[config.mk]
export PLATFORM = sky130hd
export DESIGN_NAME = hfwba_bank
export DESIGN_NICKNAME = d
export VERILOG_FILES = /design/src/rtl/hfwba_bank.v
export VERILOG_INCLUDE_DIRS = /design/src /design/src/rtl
export SDC_FILE = /design/constraint.sdc
export NUM_CORES = 1
export LEC_CHECK = 0
export BUFFER_PORTS_ARGS = -buffer_cell sky130_fd_sc_hd__buf_2
export CAP_MARGIN = 20
export CORE_MARGIN = 3
export CORE_UTILIZATION = 55
export CTS_CLUSTER_SIZE = 14
export DETAILED_ROUTE_END_ITERATION = 8
export PLACE_DENSITY = 0.73
export SYNTH_ARGS = -nofsm -noshare
export SYNTH_HDL_FRONTEND = slang
export SYNTH_SLANG_ARGS = --single-unit
[constraint.sdc]
create_clock -name pclk -period 5.35 [get_ports pclk]
set_input_delay 0.8025 -clock pclk [delete_from_list [all_inputs] [get_ports pclk]]
set_output_delay 0.8025 -clock pclk [all_outputs]
set_load 0.005 [all_outputs]
[src/rtl/hfwba_defs.vh]
// constants for the hop tuning word bank a
`ifndef HFWBA_DEFS_VH
`define HFWBA_DEFS_VH
`define HFWBA_BANK_BASE 12'h400
`define HFWBA_BANK_WORDS 16
`define HFWBA_BANK_LAST 12'h43c
`define HFWBA_CTRL_ADDR 12'h500
`define HFWBA_STAT_ADDR 12'h504
`define HFWBA_PHASE_ADDR 12'h508
`define HFWBA_CTRL_EN_BIT 0
`define HFWBA_CTRL_BLK_BIT 1
`define HFWBA_CTRL_SYNC_BIT 2
`define HFWBA_CTRL_SEL_LSB 4
`define HFWBA_CTRL_SEL_MSB 7
`define HFWBA_CTRL_RESET 32'h00000000
`define HFWBA_WORD_RESET 32'h00000000
`define HFWBA_STAT_SYNCED_BIT 0
`define HFWBA_STAT_UNSAFE_BIT 1
`define HFWBA_STAT_NONDET_BIT 2
`define HFWBA_SEL_LSB 8
`define HFWBA_SEL_MSB 11
`endif

[src/rtl/hfwba_bank.v]
// hop tuning word bank a with apb slave and phase accumulator
//
// Overview of operation
// - sixteen words, index n at base plus 4n
// - frequency equals word times 2^-32 times rate
// - modulo 2^32 accumulation, signed or unsigned
// - word change after sync loses phase determinism
//
// The APB slave port was decided locally.
`timescale 1ns/1ps
`default_nettype none
`include "hfwba_defs.vh"
module hfwba_bank
(
  input wire pclk,
  input wire presetn,
  input wire psel,
  input wire penable,
  input wire pwrite,
  input wire [11:0] paddr,
  input wire [31:0] pwdata,
  input wire [3:0] pstrb,
  output reg [31:0] prdata,
  output reg pready,
  output reg pslverr,
  input wire sample_enable,
  input wire sync_event,
  output reg [31:0] phase_accum,
  output reg [31:0] tuning_value_a,
  output reg [3:0] hop_select_index_a_out
);
  // ----------------------------------------------------------------
  // register storage
  // ----------------------------------------------------------------
  reg [31:0] hop_tuning_word_a_reg [0:15];
  reg oscillator_enable_reg;
  reg change_block_reg;
  reg [3:0] hop_select_index_a_reg;
  reg synced_reg;
  reg nondet_reg;
  reg [31:0] acc_reg;
  integer i;

  wire in_bank = (paddr >= `HFWBA_BANK_BASE) && (paddr <= `HFWBA_BANK_LAST)
    && (paddr[1:0] == 2'b00);
  wire [11:0] bank_off = paddr - `HFWBA_BANK_BASE;
  wire [3:0] bank_idx = bank_off[5:2];
  wire is_ctrl = (paddr == `HFWBA_CTRL_ADDR);
  wire is_stat = (paddr == `HFWBA_STAT_ADDR);
  wire is_phase = (paddr == `HFWBA_PHASE_ADDR);
  wire mapped = in_bank | is_ctrl | is_stat | is_phase;
  wire setup = psel & ~penable;
  wire access = psel & penable & pready;
  wire wr = access & pwrite & mapped & ~pslverr;
  wire unsafe = oscillator_enable_reg & ~change_block_reg;
  wire sync_now = sync_event | (wr & is_ctrl & pwdata[`HFWBA_CTRL_SYNC_BIT]);
  wire [31:0] sel_word = hop_tuning_word_a_reg[hop_select_index_a_reg];

  function [31:0] merge;
    input [31:0] old;
    input [31:0] nw;
    input [3:0] st;
    integer b;
    begin
      for (b = 0; b < 4; b = b + 1)
      begin
        merge[b*8 +: 8] = st[b] ? nw[b*8 +: 8] : old[b*8 +: 8];
      end
    end
  endfunction

  // ----------------------------------------------------------------
  // apb slave: no wait states, answer in the cycle after setup
  // ----------------------------------------------------------------
  always @(posedge pclk or negedge presetn)
  begin
    if (!presetn)
    begin
      pready <= 1'b0;
      pslverr <= 1'b0;
      prdata <= 32'h00000000;
    end
    else
    begin
      pready <= setup;
      pslverr <= setup & ~mapped;
      if (setup & ~pwrite)
      begin
        if (in_bank)
          prdata <= hop_tuning_word_a_reg[bank_idx];
        else if (is_ctrl)
          prdata <= {24'h000000, hop_select_index_a_reg, 1'b0, 1'b0,
            change_block_reg, oscillator_enable_reg};
        else if (is_stat)
          prdata <= {20'h00000, hop_select_index_a_reg, 5'h00, nondet_reg,
            unsafe, synced_reg};
        else if (is_phase)
          prdata <= acc_reg;
        else
          prdata <= 32'h00000000;
      end
    end
  end

  // ----------------------------------------------------------------
  // writable registers
  // ----------------------------------------------------------------
  always @(posedge pclk or negedge presetn)
  begin
    if (!presetn)
    begin
      for (i = 0; i < `HFWBA_BANK_WORDS; i = i + 1)
        hop_tuning_word_a_reg[i] <= `HFWBA_WORD_RESET;
      oscillator_enable_reg <= 1'b0;
      change_block_reg <= 1'b0;
      hop_select_index_a_reg <= 4'h0;
    end
    else if (wr)
    begin
      if (in_bank)
        hop_tuning_word_a_reg[bank_idx] <= merge(hop_tuning_word_a_reg[bank_idx],
          pwdata, pstrb);
      if (is_ctrl & pstrb[0])
      begin
        oscillator_enable_reg <= pwdata[`HFWBA_CTRL_EN_BIT];
        change_block_reg <= pwdata[`HFWBA_CTRL_BLK_BIT];
        hop_select_index_a_reg <= pwdata[`HFWBA_CTRL_SEL_MSB:`HFWBA_CTRL_SEL_LSB];
      end
    end
  end

  // ----------------------------------------------------------------
  // sync tracking: word write after sync marks phase non-deterministic
  // ----------------------------------------------------------------
  always @(posedge pclk or negedge presetn)
  begin
    if (!presetn)
    begin
      synced_reg <= 1'b0;
      nondet_reg <= 1'b0;
    end
    else if (sync_now)
    begin
      synced_reg <= 1'b1;
      nondet_reg <= 1'b0;
    end
    else if (wr & in_bank & synced_reg)
      nondet_reg <= 1'b1;
  end

  // ----------------------------------------------------------------
  // phase accumulator, wraps modulo 2^32
  // ----------------------------------------------------------------
  always @(posedge pclk or negedge presetn)
  begin
    if (!presetn)
      acc_reg <= 32'h00000000;
    else if (sync_now | ~oscillator_enable_reg)
      acc_reg <= 32'h00000000;
    else if (sample_enable)
      acc_reg <= acc_reg + sel_word;
  end

  always @(posedge pclk or negedge presetn)
  begin
    if (!presetn)
    begin
      phase_accum <= 32'h00000000;
      tuning_value_a <= 32'h00000000;
      hop_select_index_a_out <= 4'h0;
    end
    else
    begin
      phase_accum <= acc_reg;
      tuning_value_a <= sel_word;
      hop_select_index_a_out <= hop_select_index_a_reg;
    end
  end
endmodule // hfwba_bank
`default_nettype wire

== Word-level counts from Yosys, hierarchy flattened ==
Index checks and enable logic that the tools add are counted.

* Add/subtract/negate cells: 2
* Magnitude comparators: 5
* Equal/unequal tests: 3
* Muxes and demuxes: 21
* Bitwise logic cells: 27
* Reductions and logical operators: 8

{| class="wikitable"
|+ Operators by type and width
! operator !! number
|-
| $bwmux 512 || 1
|-
| $mux 32 || 11
|-
| $bmux 32 s4 || 2
|-
| $demux 32 s4 || 1
|-
| $eq 12x11->1 const B || 3
|-
| $add 32x32->32 || 1
|-
| $mux 8 || 4
|-
| $and 1x1->1 || 14
|-
| $ge 12x11->1 const B || 1
|-
| $le 12x11->1 const B || 1
|-
| $ge 5x5->1 const B || 2
|-
| $not 4->5 || 2
|-
| $not 1->1 || 6
|-
| $sub 6x1->6 const B || 1
|-
| $lt 5x1->1 const B || 1
|-
| $or 1x1->1 || 5
|-
| $reduce_and 2->1 || 2
|-
| $reduce_bool 2->1 || 2
|-
| $logic_and 1x1->1 || 3
|-
| $logic_not 2->1 || 1
|-
| $mux 1 || 2
|}

* Register bits after elaboration: 654

== Longest topological paths before layout ==
Gate-level depths: netlist (run 1).

* Depth in word-level cells: 13
* Gate-level depth with buffers: 16

== Least setup slack after synthesis (run 1) ==
Ideal clock, no wire load.

* Path type: register -> register
* Start point: reg hop_select_index_a_reg[0]
* End point: reg acc_reg[16]
* Library setup time: 0.126 ns
* Arrival time: 4.421 ns
* Path slack: 0.803 ns
* Cell stages (with the launch flop): 17
* Path buffers: 4
* Clock period less this slack: 4.547 ns
* Path through: dfrtp_1 clkbuf_1 buf_2 buf_2 buf_2 mux4_2 mux4_2 ha_1 fa_1 a21oi_1 o21ai_0 nand3_1 a21oi_1 o21ai_0 a21boi_0 o2111a_1 a311o_1

* Word-level cells in the longest chain between the ends: 7

{| class="wikitable"
|+ Ends and longest elaborated chain
! item !! RTL line !! RTL
|-
| start, declared || hfwba_bank.v:38 || <nowiki>reg [3:0] hop_select_index_a_reg;</nowiki>
|-
| start signal, assigned || hfwba_bank.v:127 || <nowiki>hop_select_index_a_reg <= pwdata[`HFWBA_CTRL_SEL_MSB:`HFWBA_CTRL_SEL_LSB];</nowiki>
|-
| $not 4->5 (implied by the code) || hfwba_bank.v:57 || <nowiki>wire [31:0] sel_word = hop_tuning_word_a_reg[hop_select_index_a_reg];</nowiki>
|-
| $bmux 32 s4 || hfwba_bank.v:57 ||
|-
| $mux 32 (implied by the code) (2 in a row) || hfwba_bank.v:57 ||
|-
| net sel_word[0] || hfwba_bank.v:57 ||
|-
| $add 32x32->32 || hfwba_bank.v:161 || <nowiki>acc_reg <= acc_reg + sel_word;</nowiki>
|-
| $mux 32 || hfwba_bank.v:160 || <nowiki>else if (sample_enable)</nowiki>
|-
| $mux 32 || hfwba_bank.v:158 || <nowiki>else if (sync_now | ~oscillator_enable_reg)</nowiki>
|-
| end signal, assigned || hfwba_bank.v:161 ||
|-
| end, declared || hfwba_bank.v:41 || <nowiki>reg [31:0] acc_reg;</nowiki>
|}

The timed path passes the listed nets, and every way through them passes these cells. The select of a mux whose other input is x is not followed.
A chain may end at the register's enable or synchronous reset.

== Worst setup path in the final report (run 1) ==
* Start point: reg hop_select_index_a_reg[0]
* End point: reg acc_reg[23]

The elaborated chain is that of the path after synthesis.

==> results of run 1 <==
per-stage QoR:
stage / hold slack (ns) / power, W / util (%) / std cells / worst slack [ns]
2_1_floorplan: 0.352 / 0.00529 / - / 2776 / 0.803
3_3_place_gp: 0.432 / 0.00547 / 57.9 / 3524 / 0.439
3_5_place_dp: 0.450 / 0.00548 / 57.9 / 3524 / 0.430
4_1_cts: 0.288 / 0.0103 / 61.6 / 3647 / 0.407
5_1_grt: 0.312 / 0.0105 / 61.8 / 3650 / 0.125
6_report: 0.216 / 0.0102 / 61.8 / 3652 / 0.359
area by class of cell:
type                    count  share of cell area, %
clock buffers             101                   5.44
multi-input cells        1868                   43.5
well taps                 782                   2.61
flip-flops and latches    654                   43.7
diodes                      2                 0.0134
clock inverters            22                  0.652
inverters                  14                  0.140
repair buffers            209                   3.92
cell families after synthesis:
family / Yosys count / share of synthesized area [%]
fa+ha+maj: 32 / 1.21
flops: 654 / 48.4
buf+inv: 254 / 3.81
simple gates: 744 / 9.12
xor+xnor: 16 / 0.414
mux: 379 / 24.2
compound gates: 697 / 12.8
how the worst max path moves through the flow:
stage | from | to | slack (ns) | cells past startpoint
2_1_floorplan | hop_select_index_a_reg[0] | acc_reg[16] | 0.80 | 16
3_3_place_gp | hop_select_index_a_reg[0] | acc_reg[23] | 0.44 | 12
3_5_place_dp | hop_select_index_a_reg[0] | acc_reg[23] | 0.43 | 12
4_1_cts | hop_select_index_a_reg[0] | acc_reg[23] | 0.41 | 12
5_1_grt | hop_select_index_a_reg[0] | acc_reg[23] | 0.12 | 12
6_report | hop_select_index_a_reg[0] | acc_reg[23] | 0.36 | 12
per-layer routing:
metal	vias to the layer above	global-route usage, %
met5	-	0
met4	4	13.1
met3	286	7.32
met2	1330	48.2
met1	12600	42.7
li1	10200	-
Yosys cell counts (all sizes together), types with 4 or more instances:
library cell	instances
nand2b	5
o21ai	153
dfrtp	654
buf	134
or3	5
mux4	320
and3	7
a21oi	465
inv	13
nor4	4
ha	31
nor2	472
nand3	20
nor2b	6
nand4	6
o22ai	4
a21o	9
a211oi	6
nand3b	4
a22oi	25
nor4b	4
nand2	175
clkbuf	106
and2	4
mux2	10
o21a	8
nor3	22
mux2i	49
a31oi	5
xnor2	15
critical path, stage by stage (launching register included):
cell	delay (ns)
sky130_fd_sc_hd__dfrtp_4	1.01
sky130_fd_sc_hd__buf_4	0.36
sky130_fd_sc_hd__mux4_2	0.54
sky130_fd_sc_hd__mux4_2	0.55
sky130_fd_sc_hd__ha_1	0.36
sky130_fd_sc_hd__a21oi_1	0.15
sky130_fd_sc_hd__nor2b_1	0.08
sky130_fd_sc_hd__o31ai_1	0.67
sky130_fd_sc_hd__a211oi_1	0.23
sky130_fd_sc_hd__nor4_1	0.45
sky130_fd_sc_hd__o21ai_0	0.20
sky130_fd_sc_hd__xnor2_1	0.17
sky130_fd_sc_hd__a21oi_1	0.08
cell usage in the layout (no fill, tap or decap), types with 6 or more instances in the layout:
cell type	n
sky130_fd_sc_hd__mux2_2	10
sky130_fd_sc_hd__buf_12	16
sky130_fd_sc_hd__a21o_1	9
sky130_fd_sc_hd__inv_1	13
sky130_fd_sc_hd__a21oi_1	295
sky130_fd_sc_hd__mux2i_1	17
sky130_fd_sc_hd__clkbuf_1	14
sky130_fd_sc_hd__xnor2_1	15
sky130_fd_sc_hd__buf_2	152
sky130_fd_sc_hd__nor2b_1	6
sky130_fd_sc_hd__mux4_2	320
sky130_fd_sc_hd__nor2_4	9
sky130_fd_sc_hd__and3_1	7
sky130_fd_sc_hd__dfrtp_1	650
sky130_fd_sc_hd__nand4_1	6
sky130_fd_sc_hd__nand2_1	175
sky130_fd_sc_hd__clkinv_2	10
sky130_fd_sc_hd__nand3_1	19
sky130_fd_sc_hd__mux2i_4	31
sky130_fd_sc_hd__nor2_1	460
sky130_fd_sc_hd__a211oi_1	6
sky130_fd_sc_hd__o21ai_0	152
sky130_fd_sc_hd__a21oi_2	170
sky130_fd_sc_hd__a22oi_1	25
sky130_fd_sc_hd__ha_1	31
sky130_fd_sc_hd__clkbuf_8	17
sky130_fd_sc_hd__nor3_1	18
sky130_fd_sc_hd__buf_4	35
sky130_fd_sc_hd__o21a_1	8
sky130_fd_sc_hd__clkbuf_16	70
report_power, final:
part | internal (W) | switching, W | total (W)
clock network | 0.00284 | 0.00202 | 0.00487
logic | 0.000117 | 0.000314 | 0.000430
registers | 0.00495 | 0.00000195 | 0.00495
==> summary by stage, run 1 <==
Flow run
The max-cap violation count is 0.

Clock network
Once the clock tree was built, the setup fixing pass inserted 0 buffers. The number of gates resized after cts is 0. The count of hold-fix buffers inserted at cts is 0. The level count of the clock H-tree is 3. The latest clock arrival within the worst-skew pair is 0.61 ns. The buffer depth of the longest clock path is 3. The number of buffers created by CTS is 69. The sink count of the clock tree is 654.

Clock-pin slew was measured on the worst setup and hold paths at 0.06 ns. The cell sitting at the root of the clock tree is a sky130_fd_sc_hd__clkbuf_16. TritonCTS built the clock tree.

Route
The remaining routing DRC violations is 0. Detailed routing placed a total of 45400 um of wire on met2. In the final routing, the length of wire on met1 measures 38300 um. In this run, the number of DRC markers left after iteration 0 of detailed routing was 2699. After detailed routing, the number of vias per cell comes to 6.69.

The number of nets with antenna violations after routing is 0. The pre-antenna-repair detailed-routing pass consisted of 7 iterations. Summed over all nets, wire length on met3 after detailed routing comes to 10400 um. The routed design has 98200 um of wire. Routed signal wires occupy layers up through met5. The routed length per placed instance is 26.9 um. The number of vias after detailed routing is 24400.

Power and ir drop
The analysis attributes to cell leakage a power of 16.1 nW. The power density normalized to cell area is 274 mW/mm2. The worst IR drop on VDD is 195 uV.

Floorplan
In this run the vertical extent of the chip is 254 um. The number of placement rows is 90. The core area is 0.0606 mm2.

The area of the die is 0.0645 mm2. Pin placement for this block handled 157 I/O pins. The die is 254 um wide.

The effective utilization at floorplan is 55.8%.

Place
The count of buffers added on input and output ports is 156. Routability-driven placement finished with a final weighted congestion of 0.884. The sum of net half-perimeters after detailed placement is 60700 um. The cell area after placement is 0.0351 mm2.

GRT
The global route total overflow is 0. The number of global-route vias before repair is 24600. Entering global routing, the biggest net connects 147 pins.

The number of antenna violations at the first check in global routing is 3. The global-route wire length before repair is 150000 um. Global routing used 31.1% of the available tracks.

Critical path
The worst register-to-register path ends at acc_reg[23]. In this run the critical register-to-register path is launched from hop_select_index_a_reg[0]. The worst setup path is of the flop to flop kind. Along the worst path, the maximum fanout reaches 38. STA classifies the critical path endpoint as a flop. The setup slack on the worst flop-to-flop path is 0.36 ns. The endpoint arrival time on the critical path is 5.46 ns. The endpoint required time on the critical path is 5.82 ns. The number of cells on the worst reg-to-reg path is 12. The startpoint class of the critical path is a flop.

STA
The final number of max-transition violations is 0. Setup repair after global routing left no endpoint under its margin. After layout, the worst path uses 93.3% of the clock period. The transition at the pin with the smallest max-transition slack is 1.08 ns. The total negative slack is 0 ns. The number of setup violations in the final report is 0.

The hold violation count in the final report is 0. Measured against its own limit, the worst slew margin works out to 28.2%. Across the routed clock network, the largest skew measured is 0.0221 ns.

The final critical-path required period is 4.99 ns. The maximum achievable frequency is 0.200 GHz.

Yosys
Summed over all instances, the cell type with the most area after synthesis is sky130_fd_sc_hd__dfrtp_1. In this run the cell area of the synthesized design comes to 0.0338 mm2. The most used flip-flop cell after synthesis is sky130_fd_sc_hd__dfrtp_1. Yosys printed 0 warnings. The synthesized flop and latch total is 654. Ranked by total cell area, the synthesized netlist is headed by sky130_fd_sc_hd__dfrtp_1 (48%), sky130_fd_sc_hd__mux4_2 (21%), sky130_fd_sc_hd__nor2_1 (5.1%), sky130_fd_sc_hd__a21oi_2 (4.4%), sky130_fd_sc_hd__a21oi_1 (4.4%).

The area share of the leading cell type in the synthesized netlist is 48.4%. The count of flip-flops with a built-in enable after synthesis is 0. Counting flops with an async set or reset pin after synthesis yields a share of 100%. For this run, the register share of the synthesized area comes to 48.4%.

The number of instances in the synthesized netlist is 2776. The post-synth net total is 2863. The average cell area after synthesis is 12.2 um2. The number of different library cells in the post-synthesis netlist is 66.

Final layout
In the final layout, the multi-input gates occupy 0.0163 mm2. Compared with the post-synthesis result, the final layout area differs by 10.7%. The sequential cells in the finished layout cover a total of 0.0164 mm2. The area of all placed cells without fillers is 0.0374 mm2. The post-route netlist has 30.7% of its cells at a drive strength greater than 1. The register with the most flip-flops in the layout has 512 of them. The final net count is 2903. Fill cells in the final layout number 4561.

Outcome
The flow ran to the end, and the final reports show no timing, DRC or antenna violations.

Worst hold path
The worst hold path belongs to the class input port to asynchronous set/reset pin.
No activity file was read; power rests on OpenSTA's default activity.
==> run 2, diff against run 1 <==
MAX_ROUTING_LAYER = met4   (was default)
==> run 2 against run 1 <==
  * Die area did not move
  * Non-clock buffer count fell by 2
  * Largest power group unchanged
  * Wire length barely moved
  * Sequential share of layout area rose by 0.17 points
  * Critical endpoint unchanged
  * Highest routed layer is now met4
  * Clock skew rose by 0.0021 ns
==> summary by stage, run 2 (synthesized netlist as in run 1, its figures left out) <==
Power and ir drop
For this design the static power due to leakage is 16.1 nW. The power density normalized to cell area is 271 mW/mm2. Across the VDD grid, the largest voltage drop is 195 uV.

Critical path
The critical path's slowest cell is sky130_fd_sc_hd__dfrtp_4. By startpoint and endpoint, the worst setup path is classified as flop to flop. The setup slack on the worst flop-to-flop path is 0.42 ns. The origin of the critical flop-to-flop path is hop_select_index_a_reg[0].

By instance count, the cell type seen most on the critical path is sky130_fd_sc_hd__mux4_2. The number of cells on the worst reg-to-reg path is 11. The startpoint class of the critical path is a flop. On the worst path, the slowest cell contributes a delay of 0.89 ns. STA classifies the critical path endpoint as a flop. The terminus of the critical flop-to-flop path is acc_reg[23]. The endpoint required time on the critical path is 5.78 ns. For the worst setup path, the data arrival time is 5.36 ns. Along the worst path, the maximum fanout reaches 32. Walking the worst path, the cells encountered are buf_12 > mux4_2 > mux4_2 > ha_1 > a211o_1 > o31ai_1 > a211oi_1 > nor4_1 > o21ai_0 > xnor2_1 > a21oi_1.

GRT
The largest net degree at the start of global routing is 139. The total routing resource utilization after global routing is 32.2%. The number of global-route vias before repair is 24600. The global route total overflow is 0. The first global-routing pass estimated 151000 um of wire. The number of antenna violations at the first check in global routing is 5.

Final layout
The number of filler cells placed in the layout is 4561. The share of layout cells above drive strength 1 is 30.5%. The final net count is 2901.

The final cell utilization of the core is 61.5%. Registers take 0.0164 mm2. Leaving out fill and tap cells, the most frequent cell in the layout is sky130_fd_sc_hd__dfrtp_1. The top cell types in the final layout, fill and taps aside, are sky130_fd_sc_hd__dfrtp_1 (650), sky130_fd_sc_hd__nor2_1 (460), sky130_fd_sc_hd__mux4_2 (320).

The register with the most flip-flops in the layout has 512 of them. The area of all placed cells without fillers is 0.0373 mm2. The multi-input logic area is 0.0163 mm2. The post-synthesis to final-layout area growth is 10.2%.

Clock network
The cell sitting at the root of the clock tree is a sky130_fd_sc_hd__clkbuf_16. The latest clock arrival within the worst-skew pair is 0.61 ns. Once the clock tree was built, the resizer swapped 0 gates to a different size. The longest clock path from root to sink contains 3 buffers. After clock tree synthesis, the clock-pin slew on the worst setup and hold paths is 0.07 ns.

The CTS tree is built. The count of hold-fix buffers inserted at cts is 0. The sink count of the clock tree is 654. In this run the post-CTS setup repair buffer count came out at 0.

The level count of the clock H-tree is 3. In this run, CTS created clock tree buffers numbering 69.

Outcome
The run finished with clean final reports.

STA
Of the available clock period, the critical path in the final layout requires 92.2%. Setup repair after global routing left no endpoint under its margin. The tightest slew margin relative to the limit is 21.9%. At the pin with the least slew margin, the transition time is 1.17 ns. Timing would allow up to 0.203 GHz. The final number of max-transition violations came to 0. The hold violation count in the final report is 0. The number of setup violations in the final report is 0. Clock skew on the completed layout was measured at 0.0242 ns. Summed over all failing endpoints, the final setup total negative slack is 0 ns. The final hold slack is 0.160 ns. The clock period could shrink to 4.93 ns.

Place
Once detailed placement completed, the half-perimeter wirelength came to 61500 um. The cell area after placement is 0.0351 mm2. At the end of routability-driven placement, the weighted congestion stood at 0.932. The number of buffer cells added on primary ports is 156.

Floorplan
The die is 254 um tall. The die covers 0.0645 mm2. In this run the core area contains 90 standard-cell rows. The horizontal die dimension is 254 um. The top-level port count is 157. For this configuration, the core starts out at a cell density of 55.8%. The core area is 0.0606 mm2.

Worst hold path
The worst hold path belongs to the class input port to asynchronous set/reset pin.

Route
The routed layout has 24400 vias. After the first detailed-routing iteration, the DRC count stood at 2839. The overall routed net length is 98100 um.

After detailed routing, the average wire length per cell comes to 26.9 um. The routed via count divided by cell count is 6.69. The number of nets with antenna violations after routing is 0. After detailed routing, the number of remaining DRC violations is 0. The number of iterations in the first detailed-routing pass is 5.

Flow run
The tool flagged a number of max-cap violations equal to 0.
-- run 2: worst max-delay path: cells and delay by family, from the launching register on --
kind / cells / cell delay, ns
simple gates: 1 / 0.38
fa+ha+maj: 1 / 0.40
compound gates: 5 / 1.43
xor+xnor: 1 / 0.20
mux: 2 / 1.07
flops: 1 / 0.89
buf+inv: 1 / 0.34
-- run 2: routing by layer --
metal,wire length (um),GRT usage [%],vias to the layer above
li1,-,-,10200
met1,38300,43.6,12600
met2,46200,48.7,1288
met3,9980,6.41,290
met4,3650,12.2,0
met5,0,-,-
-- run 2: final cells by class --
class | count | share of cell area [%]
tap | 782 | 2.62
multi-input combinational | 1868 | 43.6
inverter | 14 | 0.141
clock buffer | 106 | 5.60
clock inverter | 16 | 0.329
antenna | 3 | 0.0201
sequential | 654 | 43.9
timing repair buffer | 207 | 3.72
-- run 2: how the worst max path moves through the flow --
stage,start,to,slack [ns],depth (start not counted)
6_report,hop_select_index_a_reg[0],acc_reg[23],0.42,11
5_1_grt,hop_select_index_a_reg[0],acc_reg[23],0.18,11
4_1_cts,hop_select_index_a_reg[0],acc_reg[23],0.45,11
3_5_place_dp,hop_select_index_a_reg[0],acc_reg[23],0.50,11
3_3_place_gp,hop_select_index_a_reg[0],acc_reg[23],0.58,11
2_1_floorplan,hop_select_index_a_reg[0],acc_reg[16],0.80,16
-- run 2: power by group --
group | internal [W] | total [W] | switching (W)
combinational | 0.000116 | 0.000428 | 0.000312
sequential | 0.00495 | 0.00495 | 0.00000197
clock | 0.00270 | 0.00471 | 0.00201
total | 0.00777 | 0.0101 | 0.00233
-- run 2: through the flow --
step | total power [W] | cells | worst slack, ns
after floorplan | 0.00529 | 2776 | 0.803
after detailed placement | 0.00547 | 3524 | 0.498
after CTS | 0.0101 | 3646 | 0.448
after global routing | 0.0104 | 3650 | 0.180
final | 0.0101 | 3650 | 0.417
after global placement | 0.00546 | 3524 | 0.580
